==> src/logic/sddo_pkg.sv <==
package sddo_pkg;
// Behaviour
// Select low decimates by eight (default).
// Select high decimates by four, faster words.
// One modulator sample taken per clock.
// Positive overrange saturates word to 7fff.
// Negative overrange saturates word to 8000.
// Range flag high when input beyond full-scale.
// First 47 ready cycles are unsettled.
// Reset forces ready high, data low.
// Host releases reset near clock falling edge; the testbench releases it just after a rising edge.
// Ready first low on second edge.
// Drive data only while select and read low; dout_oe lags them by one clock.
// Word MSB on bit 15, LSB bit 0.
// In-range words are linear two's complement.
// Range flag updates with each new word.

    localparam int          SDDO_WORD_W        = 16;
    localparam int          SDDO_SAMPLE_W      = 18;
    localparam int          SDDO_DECIM_SLOW    = 8;
    localparam int          SDDO_DECIM_FAST    = 4;
    localparam int          SDDO_SHIFT_SLOW    = 3;
    localparam int          SDDO_SHIFT_FAST    = 2;
    localparam logic [15:0] SDDO_FULL_POS      = 16'h7fff;
    localparam logic [15:0] SDDO_FULL_NEG      = 16'h8000;
    localparam int          SDDO_SETTLE_CYCLES = 47;
    localparam int          SDDO_SETTLE_W      = 6;
    localparam int          SDDO_BUF_DEPTH     = 2;

    localparam int          SDDO_ADDR_W        = 8;
    localparam logic [7:0]  SDDO_OFS_CTRL      = 8'h00;
    localparam logic [7:0]  SDDO_OFS_STATUS    = 8'h04;
    localparam logic [7:0]  SDDO_OFS_DATA      = 8'h08;

    localparam int          SDDO_CTRL_DEC_BIT  = 0;
    localparam int          SDDO_CTRL_CAP_BIT  = 1;
    localparam logic        SDDO_DEC_RESET     = 1'b0;
    localparam logic        SDDO_CAP_RESET     = 1'b0;

    localparam int          SDDO_ST_SETTLED    = 0;
    localparam int          SDDO_ST_RANGE      = 1;
    localparam int          SDDO_ST_BUF        = 2;
    localparam int          SDDO_ST_STALL      = 3;
    localparam int          SDDO_ST_FAST       = 4;
    localparam int          SDDO_ST_COUNT_LSB  = 8;

    localparam int          SDDO_DATA_RANGE    = 16;
    localparam int          SDDO_DATA_VALID    = 31;

    localparam logic [1:0]  SDDO_RESP_OKAY     = 2'b00;
    localparam logic [1:0]  SDDO_RESP_SLVERR   = 2'b10;

    typedef enum logic [0:0] {
        SDDO_BUS_IDLE = 1'b0,
        SDDO_BUS_RESP = 1'b1
    } sddo_bus_state_t;
endpackage

==> src/logic/sddo_buf.sv <==
`timescale 1ns/1ps
module sddo_buf
    import sddo_pkg::*;
#(
    parameter int WIDTH = 17,
    parameter int DEPTH = SDDO_BUF_DEPTH
)(
    input  wire logic             aclk,
    input  wire logic             aresetn,
    input  wire logic             in_valid,
    output logic                  in_ready,
    input  wire logic [WIDTH-1:0] in_data,
    output logic                  out_valid,
    input  wire logic             out_ready,
    output logic [WIDTH-1:0]      out_data
);
    localparam int PW = (DEPTH > 1) ? $clog2(DEPTH) : 1;

    logic [WIDTH-1:0] mem_reg [DEPTH];
    logic [PW-1:0]    wr_ptr_reg;
    logic [PW-1:0]    rd_ptr_reg;
    logic [PW:0]      count_reg;
    logic             push;
    logic             pop;

    assign in_ready  = (count_reg != (PW+1)'(DEPTH));
    assign out_valid = (count_reg != '0);
    assign out_data  = mem_reg[rd_ptr_reg];
    assign push      = in_valid && in_ready;
    assign pop       = out_valid && out_ready;

    always_ff @(posedge aclk)
    begin
        if (push)
        begin
            mem_reg[wr_ptr_reg] <= in_data;
        end
    end

    always_ff @(posedge aclk)
    begin
        if (!aresetn)
        begin
            wr_ptr_reg <= '0;
            rd_ptr_reg <= '0;
            count_reg  <= '0;
        end
        else
        begin
            if (push)
            begin
                wr_ptr_reg <= (wr_ptr_reg == PW'(DEPTH - 1)) ? '0 : wr_ptr_reg + 1'b1;
            end
            if (pop)
            begin
                rd_ptr_reg <= (rd_ptr_reg == PW'(DEPTH - 1)) ? '0 : rd_ptr_reg + 1'b1;
            end
            if (push && !pop)
            begin
                count_reg <= count_reg + 1'b1;
            end
            else if (pop && !push)
            begin
                count_reg <= count_reg - 1'b1;
            end
        end
    end
endmodule

==> src/logic/sddo_decim.sv <==
`timescale 1ns/1ps
module sddo_decim
    import sddo_pkg::*;
#(
    parameter int SAMPLE_W = SDDO_SAMPLE_W
)(
    input  wire logic                       aclk,
    input  wire logic                       aresetn,
    input  wire logic                       enable,
    input  wire logic                       frame_end,
    input  wire logic                       fast_mode,
    input  wire logic signed [SAMPLE_W-1:0] sample_in,
    output logic [SDDO_WORD_W-1:0]          word,
    output logic                            over_range
);
    localparam int ACC_W = SAMPLE_W + SDDO_SHIFT_SLOW;
    localparam logic signed [ACC_W-1:0] POS_LIM = {{(ACC_W-SDDO_WORD_W){1'b0}}, SDDO_FULL_POS};
    localparam logic signed [ACC_W-1:0] NEG_LIM = {{(ACC_W-SDDO_WORD_W){1'b1}}, SDDO_FULL_NEG};

    logic signed [ACC_W-1:0] acc_reg;
    logic signed [ACC_W-1:0] sum;
    logic signed [ACC_W-1:0] avg;

    // The sum includes the closing edge's sample, so a frame holds N samples.
    assign sum = acc_reg + ACC_W'(sample_in);
    assign avg = fast_mode ? (sum >>> SDDO_SHIFT_FAST) : (sum >>> SDDO_SHIFT_SLOW);

    always_comb
    begin
        over_range = 1'b0;
        word       = avg[SDDO_WORD_W-1:0];
        if (avg > POS_LIM)
        begin
            word       = SDDO_FULL_POS;
            over_range = 1'b1;
        end
        else if (avg < NEG_LIM)
        begin
            word       = SDDO_FULL_NEG;
            over_range = 1'b1;
        end
    end

    always_ff @(posedge aclk)
    begin
        if (!aresetn)
        begin
            acc_reg <= '0;
        end
        else if (enable)
        begin
            acc_reg <= frame_end ? '0 : sum;
        end
    end
endmodule

==> src/logic/sddo_top.sv <==
`timescale 1ns/1ps
module sddo_top
    import sddo_pkg::*;
#(
    parameter int SAMPLE_W = SDDO_SAMPLE_W,
    parameter int DEPTH    = SDDO_BUF_DEPTH
)(
    input  wire logic                       aclk,
    input  wire logic                       aresetn,
    input  wire logic signed [SAMPLE_W-1:0] sample_in,
    input  wire logic                       cs_n,
    input  wire logic                       rd_n,
    output logic [SDDO_WORD_W-1:0]          dout,
    output logic                            dout_oe,
    output logic                            data_ready_n,
    output logic                            range_exceeded_flag,
    input  wire logic [SDDO_ADDR_W-1:0]     s_axi_awaddr,
    input  wire logic [2:0]                 s_axi_awprot,
    input  wire logic                       s_axi_awvalid,
    output logic                            s_axi_awready,
    input  wire logic [31:0]                s_axi_wdata,
    input  wire logic [3:0]                 s_axi_wstrb,
    input  wire logic                       s_axi_wvalid,
    output logic                            s_axi_wready,
    output logic [1:0]                      s_axi_bresp,
    output logic                            s_axi_bvalid,
    input  wire logic                       s_axi_bready,
    input  wire logic [SDDO_ADDR_W-1:0]     s_axi_araddr,
    input  wire logic [2:0]                 s_axi_arprot,
    input  wire logic                       s_axi_arvalid,
    output logic                            s_axi_arready,
    output logic [31:0]                     s_axi_rdata,
    output logic [1:0]                      s_axi_rresp,
    output logic                            s_axi_rvalid,
    input  wire logic                       s_axi_rready
);
    localparam int BUF_W = SDDO_WORD_W + 1;
    localparam logic [2:0] SLOW_LAST = 3'(SDDO_DECIM_SLOW - 1);
    localparam logic [2:0] FAST_LAST = 3'(SDDO_DECIM_FAST - 1);
    localparam logic [2:0] SLOW_HALF = 3'(SDDO_DECIM_SLOW / 2);
    localparam logic [2:0] FAST_HALF = 3'(SDDO_DECIM_FAST / 2);
    localparam logic [SDDO_SETTLE_W-1:0] SETTLE_LAST = SDDO_SETTLE_W'(SDDO_SETTLE_CYCLES);

    // Control and status state.
    logic                     dec_sel_reg;
    logic                     capture_reg;
    logic                     fast_reg;
    logic                     started_reg;
    logic [2:0]               phase_reg;
    logic [2:0]               phase_next;
    logic [2:0]               phase_last;
    logic [2:0]               phase_half;
    logic                     data_ready_n_reg;
    logic [SDDO_WORD_W-1:0]   dout_reg;
    logic                     dout_oe_reg;
    logic                     range_reg;
    logic [SDDO_SETTLE_W-1:0] settle_cnt_reg;
    logic                     stall_reg;

    // Datapath.
    logic                     frame_edge;
    logic                     stall_now;
    logic [SDDO_WORD_W-1:0]   filt_word;
    logic                     filt_range;
    logic                     buf_in_valid;
    logic                     buf_in_ready;
    logic                     buf_out_valid;
    logic                     buf_out_ready;
    logic [BUF_W-1:0]         buf_out_data;

    // Bus slave state.
    sddo_bus_state_t          wr_state_reg;
    sddo_bus_state_t          rd_state_reg;
    logic                     awready_reg;
    logic                     wready_reg;
    logic                     aw_held_reg;
    logic                     w_held_reg;
    logic [SDDO_ADDR_W-1:0]   awaddr_reg;
    logic [31:0]              wdata_reg;
    logic [3:0]               wstrb_reg;
    logic                     bvalid_reg;
    logic [1:0]               bresp_reg;
    logic                     arready_reg;
    logic                     rvalid_reg;
    logic [1:0]               rresp_reg;
    logic [31:0]              rdata_reg;
    logic [31:0]              rdata_next;
    logic [1:0]               rresp_next;
    logic                     do_write;
    logic                     ar_take;

    assign phase_last = fast_reg ? FAST_LAST : SLOW_LAST;
    assign phase_half = fast_reg ? FAST_HALF : SLOW_HALF;

    // A full buffer holds the frame at its boundary rather than drop a word.
    // Samples arriving during a stall are not integrated.
    assign stall_now  = capture_reg && !buf_in_ready;
    assign frame_edge = started_reg && (phase_reg == '0) && !stall_now;
    assign buf_in_valid = frame_edge && capture_reg;

    always_comb
    begin
        phase_next = phase_reg;
        if (frame_edge)
        begin
            phase_next = 3'h1;
        end
        else if (started_reg && (phase_reg != '0))
        begin
            phase_next = (phase_reg == phase_last) ? 3'h0 : phase_reg + 3'h1;
        end
    end

    sddo_decim #(
        .SAMPLE_W   (SAMPLE_W)
    ) u_decim (
        .aclk       (aclk),
        .aresetn    (aresetn),
        .enable     (started_reg && !stall_now),
        .frame_end  (frame_edge),
        .fast_mode  (fast_reg),
        .sample_in  (sample_in),
        .word       (filt_word),
        .over_range (filt_range)
    );

    sddo_buf #(
        .WIDTH      (BUF_W),
        .DEPTH      (DEPTH)
    ) u_buf (
        .aclk       (aclk),
        .aresetn    (aresetn),
        .in_valid   (buf_in_valid),
        .in_ready   (buf_in_ready),
        .in_data    ({filt_range, filt_word}),
        .out_valid  (buf_out_valid),
        .out_ready  (buf_out_ready),
        .out_data   (buf_out_data)
    );

    // The first low phase begins on the second edge after reset.
    always_ff @(posedge aclk)
    begin
        if (!aresetn)
        begin
            started_reg      <= 1'b0;
            phase_reg        <= '0;
            data_ready_n_reg <= 1'b1;
            fast_reg         <= SDDO_DEC_RESET;
        end
        else
        begin
            started_reg <= 1'b1;
            phase_reg   <= phase_next;
            data_ready_n_reg <= (phase_next == '0) || (phase_next > phase_half);
            if (frame_edge)
            begin
                // A new rate starts only at a frame boundary, so no frame mixes two.
                fast_reg <= dec_sel_reg;
            end
        end
    end

    // Word and range flag change together with the ready falling edge.
    always_ff @(posedge aclk)
    begin
        if (!aresetn)
        begin
            dout_reg  <= '0;
            range_reg <= 1'b0;
        end
        else if (frame_edge)
        begin
            dout_reg  <= filt_word;
            range_reg <= filt_range;
        end
    end

    always_ff @(posedge aclk)
    begin
        if (!aresetn)
        begin
            dout_oe_reg <= 1'b0;
        end
        else
        begin
            dout_oe_reg <= !cs_n && !rd_n;
        end
    end

    always_ff @(posedge aclk)
    begin
        if (!aresetn)
        begin
            settle_cnt_reg <= '0;
        end
        else if (frame_edge && (settle_cnt_reg != SETTLE_LAST))
        begin
            settle_cnt_reg <= settle_cnt_reg + 1'b1;
        end
    end

    always_ff @(posedge aclk)
    begin
        if (!aresetn)
        begin
            stall_reg <= 1'b0;
        end
        else
        begin
            stall_reg <= started_reg && (phase_reg == '0) && stall_now;
        end
    end

    // Address and data are taken in either order.
    assign do_write = aw_held_reg && w_held_reg && (wr_state_reg == SDDO_BUS_IDLE);

    always_ff @(posedge aclk)
    begin
        if (!aresetn)
        begin
            awready_reg <= 1'b0;
            aw_held_reg <= 1'b0;
            awaddr_reg  <= '0;
        end
        else if (s_axi_awvalid && awready_reg)
        begin
            awready_reg <= 1'b0;
            aw_held_reg <= 1'b1;
            awaddr_reg  <= s_axi_awaddr;
        end
        else if (do_write)
        begin
            aw_held_reg <= 1'b0;
        end
        else if (!aw_held_reg && (wr_state_reg == SDDO_BUS_IDLE))
        begin
            awready_reg <= 1'b1;
        end
    end

    always_ff @(posedge aclk)
    begin
        if (!aresetn)
        begin
            wready_reg <= 1'b0;
            w_held_reg <= 1'b0;
            wdata_reg  <= '0;
            wstrb_reg  <= '0;
        end
        else if (s_axi_wvalid && wready_reg)
        begin
            wready_reg <= 1'b0;
            w_held_reg <= 1'b1;
            wdata_reg  <= s_axi_wdata;
            wstrb_reg  <= s_axi_wstrb;
        end
        else if (do_write)
        begin
            w_held_reg <= 1'b0;
        end
        else if (!w_held_reg && (wr_state_reg == SDDO_BUS_IDLE))
        begin
            wready_reg <= 1'b1;
        end
    end

    always_ff @(posedge aclk)
    begin
        if (!aresetn)
        begin
            wr_state_reg <= SDDO_BUS_IDLE;
            bvalid_reg   <= 1'b0;
            bresp_reg    <= SDDO_RESP_OKAY;
        end
        else
        begin
            unique case (wr_state_reg)
                SDDO_BUS_IDLE:
                begin
                    if (do_write)
                    begin
                        wr_state_reg <= SDDO_BUS_RESP;
                        bvalid_reg   <= 1'b1;
                        bresp_reg    <= (awaddr_reg == SDDO_OFS_CTRL || awaddr_reg == SDDO_OFS_STATUS ||
                                         awaddr_reg == SDDO_OFS_DATA) ? SDDO_RESP_OKAY : SDDO_RESP_SLVERR;
                    end
                end
                SDDO_BUS_RESP:
                begin
                    if (s_axi_bready)
                    begin
                        wr_state_reg <= SDDO_BUS_IDLE;
                        bvalid_reg   <= 1'b0;
                    end
                end
            endcase
        end
    end

    // Only the control word is writable.
    always_ff @(posedge aclk)
    begin
        if (!aresetn)
        begin
            dec_sel_reg <= SDDO_DEC_RESET;
            capture_reg <= SDDO_CAP_RESET;
        end
        else if (do_write && (awaddr_reg == SDDO_OFS_CTRL) && wstrb_reg[0])
        begin
            dec_sel_reg <= wdata_reg[SDDO_CTRL_DEC_BIT];
            capture_reg <= wdata_reg[SDDO_CTRL_CAP_BIT];
        end
    end

    // Read channel.
    assign ar_take       = s_axi_arvalid && arready_reg;
    assign buf_out_ready = ar_take && (s_axi_araddr == SDDO_OFS_DATA);

    always_comb
    begin
        rdata_next = '0;
        rresp_next = SDDO_RESP_OKAY;
        if (s_axi_araddr == SDDO_OFS_CTRL)
        begin
            rdata_next[SDDO_CTRL_DEC_BIT] = dec_sel_reg;
            rdata_next[SDDO_CTRL_CAP_BIT] = capture_reg;
        end
        else if (s_axi_araddr == SDDO_OFS_STATUS)
        begin
            rdata_next[SDDO_ST_SETTLED] = (settle_cnt_reg == SETTLE_LAST);
            rdata_next[SDDO_ST_RANGE]   = range_reg;
            rdata_next[SDDO_ST_BUF]     = buf_out_valid;
            rdata_next[SDDO_ST_STALL]   = stall_reg;
            rdata_next[SDDO_ST_FAST]    = fast_reg;
            rdata_next[SDDO_ST_COUNT_LSB +: SDDO_SETTLE_W] = settle_cnt_reg;
        end
        else if (s_axi_araddr == SDDO_OFS_DATA)
        begin
            // An empty buffer reads as zero; nothing is popped.
            if (buf_out_valid)
            begin
                rdata_next[SDDO_WORD_W-1:0] = buf_out_data[SDDO_WORD_W-1:0];
                rdata_next[SDDO_DATA_RANGE] = buf_out_data[SDDO_WORD_W];
                rdata_next[SDDO_DATA_VALID] = 1'b1;
            end
        end
        else
        begin
            rresp_next = SDDO_RESP_SLVERR;
        end
    end

    always_ff @(posedge aclk)
    begin
        if (!aresetn)
        begin
            rd_state_reg <= SDDO_BUS_IDLE;
            arready_reg  <= 1'b0;
            rvalid_reg   <= 1'b0;
            rresp_reg    <= SDDO_RESP_OKAY;
            rdata_reg    <= '0;
        end
        else
        begin
            unique case (rd_state_reg)
                SDDO_BUS_IDLE:
                begin
                    if (ar_take)
                    begin
                        rd_state_reg <= SDDO_BUS_RESP;
                        arready_reg  <= 1'b0;
                        rvalid_reg   <= 1'b1;
                        rdata_reg    <= rdata_next;
                        rresp_reg    <= rresp_next;
                    end
                    else
                    begin
                        arready_reg <= 1'b1;
                    end
                end
                SDDO_BUS_RESP:
                begin
                    if (s_axi_rready)
                    begin
                        rd_state_reg <= SDDO_BUS_IDLE;
                        rvalid_reg   <= 1'b0;
                    end
                end
            endcase
        end
    end

    assign dout                = dout_reg;
    assign dout_oe             = dout_oe_reg;
    assign data_ready_n        = data_ready_n_reg;
    assign range_exceeded_flag = range_reg;
    assign s_axi_awready       = awready_reg;
    assign s_axi_wready        = wready_reg;
    assign s_axi_bvalid        = bvalid_reg;
    assign s_axi_bresp         = bresp_reg;
    assign s_axi_arready       = arready_reg;
    assign s_axi_rvalid        = rvalid_reg;
    assign s_axi_rresp         = rresp_reg;
    assign s_axi_rdata         = rdata_reg;
endmodule

==> config.mk <==
export PLATFORM = sky130hd
export DESIGN_NAME = sddo_top
export DESIGN_NICKNAME = d
export VERILOG_FILES = /design/src/logic/sddo_pkg.sv /design/src/logic/sddo_buf.sv /design/src/logic/sddo_decim.sv /design/src/logic/sddo_top.sv
export SDC_FILE = /design/constraint.sdc
export NUM_CORES = 1
export LEC_CHECK = 0
export BUFFER_PORTS_ARGS = -buffer_cell sky130_fd_sc_hd__buf_2
export CAP_MARGIN = 20
export CORE_UTILIZATION = 50
export DETAILED_ROUTE_END_ITERATION = 8
export GPL_ROUTABILITY_DRIVEN = 0
export PLACE_DENSITY = 0.74
export SETUP_SLACK_MARGIN = 0.3
export SYNTH_ARGS = -nofsm -noshare
export SYNTH_HDL_FRONTEND = slang
export SYNTH_SLANG_ARGS = --single-unit
==> constraint.sdc <==
create_clock -name aclk -period 3.8 [get_ports aclk]
set_input_delay 0.38 -clock aclk [delete_from_list [all_inputs] [get_ports aclk]]
set_output_delay 0.38 -clock aclk [all_outputs]
set_load 0.01 [all_outputs]
==> results.cfg <==
[power_and_ir_drop]
p_per_area_nw_per_um2 = 485
switching_share = 0.276
p_clk_frac = 0.413
internal_power_mw = 2.71
p_total_mw = 3.74
peakVddDrop_mv = 0.322
combinationalPowerShare = 0.165
netSwitchingPower_mw = 1.03
pwr-share-seq = 0.422
p_leak_nw = 3.20

[clock_network]
htreeDepth = 4
cts-root-buf = clkbuf_16
tritoncts = yes
clk_pin_slew_ns = 0.06
hold_buffers = 0
clockBufferDepth = 2
cts_sinks = 133
numCtsBuffers = 17
clock_latency_ns = 0.42

[finish]
nets = 906
diodes = 0
layout_commonest_cell = dfxtp_1
final_cell_mix = dfxtp_1, nor2_1, buf_2
largest_reg_flops = 34
drive_above_1_share = 0.206
area_delta_synth_final_pct = 16.7

[global_routing]
grt_overflow = 0
grt_pass1_wl_um = 25400
antenna_found_initial = 0
grt_max_degree = 44
track_usage = 0.244
grt_pass1_vias = 5180

[logic_synthesis]
ys_warn_count = 0
synth_top_area_frac = 0.300
yosysTopAreaCell = dfxtp_1
synth_area_leaders = dfxtp_1, edfxtp_1, nor2_1
async_flop_share = 0
ys_types = 73
synthFlopType = dfxtp_1
netlist_area_sq_um = 6610
synth_seq_cells = 133
yosysSeqAreaShare = 0.454
synthCells = 709
synth_edf_count = 34
syn_avg_cell_area_sq_um = 9.32

[worst_setup_path]
crit_required_ns = 3.94
criticalPathCategory = reg2reg
reg2reg_depth = 10
crit_family = compound AO/OA/AOI/OAI gates
crit_path_end_kind = flop
crit_cells = 10
cp-start-kind = flop
crit_chain = ha_1 -> fa_1 -> a21o_1 -> a221oi_2 -> o21ai_2 -> a21oi_4 -> xor2_4 -> a31oi_2 -> a211oi_1 -> nor2_1
crit_slowest_cell = a211oi_1
crit_path_max_incr_delay_ns = 0.46
path_buf_inv = 0
cp_max_fo = 12
worstPathArrival_ns = 3.56

[timing]
maxSlewHeadroom = 0.339
tightestPinTransition_ns = 0.990
setup_viol = 0
slew_viol_final = 0
rsz0062_at_grt = yes
finalCriticalPeriod_ns = 3.42
finClkSkew_ns = 0.0104
finalCritPeriodShare = 0.899
finalHoldViolCount = 0
setup_tns_ns = 0
max_freq_mhz = 293

[die]
die_h_um = 117
core_area_sq_um = 12800
rows = 41
dieArea_sq_um = 13700
die_w_um = 117
io-pin-count = 145
initial_utilization = 0.517

[route]
remaining_drc_errors = 0
drt_iter0_markers = 581
dr.pass1.iters = 6
num_vias = 5611
viasPerCell = 5.73
final_antenna_net_count = 0
avgRoutedWirePerCell_um = 16.3
finalWirelength_um = 16000

[job]
max_cap_viol_count = 0

[placement]
hpwl_um = 11600
io_buffers = 89

[min_path]
whs_path_depth = 2
hold_class = in2reg

[run_status]
status = finished, final reports clean
[worst register-to-register path, stage by stage (launching register included)]
cell,delay [ns]
dfxtp_1,0.31
ha_1,0.23
fa_1,0.42
a21o_1,0.22
a221oi_2,0.41
o21ai_2,0.16
a21oi_4,0.22
xor2_4,0.28
a31oi_2,0.30
a211oi_1,0.46
nor2_1,0.13
[cell families after synthesis]
kind of cell / synth area share
other cells: 0.000567
compound gates: 0.191
xor+xnor: 0.0426
flops: 0.454
fa+ha+maj: 0.0522
buf+inv: 0.0485
mux: 0.0430
simple gates: 0.168
[final timing paths]
check	slack, ns	to	startpoint
max	0.38	u_buf.mem_reg[0][8]	u_decim.acc_reg[0]
min	0.12	dout_oe	cs_n
max reg2reg	0.38	u_buf.mem_reg[0][8]	u_decim.acc_reg[0]
min reg2reg	0.43	s_axi_rdata[31]	s_axi_rdata[31]
[area by class of cell]
cell class                      count  area [sq um]
Fill cell                        1088          5060
Tap cell                          172           215
Sequential cell                   133          3000
Inverter                           15          56.3
Timing Repair Buffer              100           528
Clock inverter                      8          78.8
Clock buffer                       24           482
Multi-Input combinational cell    527          3350
[cell usage after synthesis (2+ instances only)]
master and count:
a211oi_1 13, a211oi_2 2, a21o_1 6, a21oi_1 56
a21oi_2 4, a221oi_2 2, a222oi_1 8, a22oi_1 13
a31oi_1 4, a41o_1 2, and2_1 7, and3_1 5
buf_1 2, buf_2 4, buf_4 18, clkbuf_1 24
dfxtp_1 99, edfxtp_1 34, ha_1 26, inv_1 14
mux2_2 11, mux2i_1 16, nand2_1 68, nand2b_1 4
nand3_1 23, nand4_1 3, nand4_2 2, nor2_1 93
nor2b_1 2, nor3_1 15, nor3b_1 2, nor4_1 6
o211ai_1 10, o21a_1 4, o21ai_0 27, o21ai_1 15
o22ai_1 2, o31ai_1 2, or3_1 3, or4_1 3
xnor2_1 10, xor2_1 14
[metrics by stage]
step / std cells / setup WS (ns) / utilization / hold slack [ns] / instance area (sq um)
after floorplan: 724 / 0.785 / - / 0.408 / 6670
after global placement: 945 / 0.288 / 0.558 / 0.429 / 7130
after detailed placement: 945 / 0.173 / 0.558 / 0.430 / 7130
after CTS: 977 / 0.356 / 0.602 / 0.104 / 7690
after global routing: 979 / 0.229 / 0.604 / 0.105 / 7710
final: 979 / 0.382 / 0.604 / 0.119 / 7710
[per-layer routing]
metal  vias to the layer above  GRT usage  wire length [um]
li1                       2708          -                 -
met3                        29     0.0602              1120
met4                         0     0.0937               245
met5                         -          0                 0
met2                       210      0.403              7880
met1                      2664      0.310              6720
[power groups by stage]
stage | Combinational, mW | Sequential, mW | Clock (mW)
2_1_floorplan | 0.417 | 1.61 | 0
3_3_place_gp | 0.576 | 1.60 | 0
3_5_place_dp | 0.597 | 1.61 | 0
4_1_cts | 0.603 | 1.58 | 1.56
5_1_grt | 0.678 | 1.58 | 1.64
6_report | 0.618 | 1.58 | 1.54
[what timing repair did]
action	4_1_cts	5_1_grt
resized for setup	0	1
buffers inserted	0	2
setup endpoints to repair	0	17
Power figures use the tool's default switching activity.
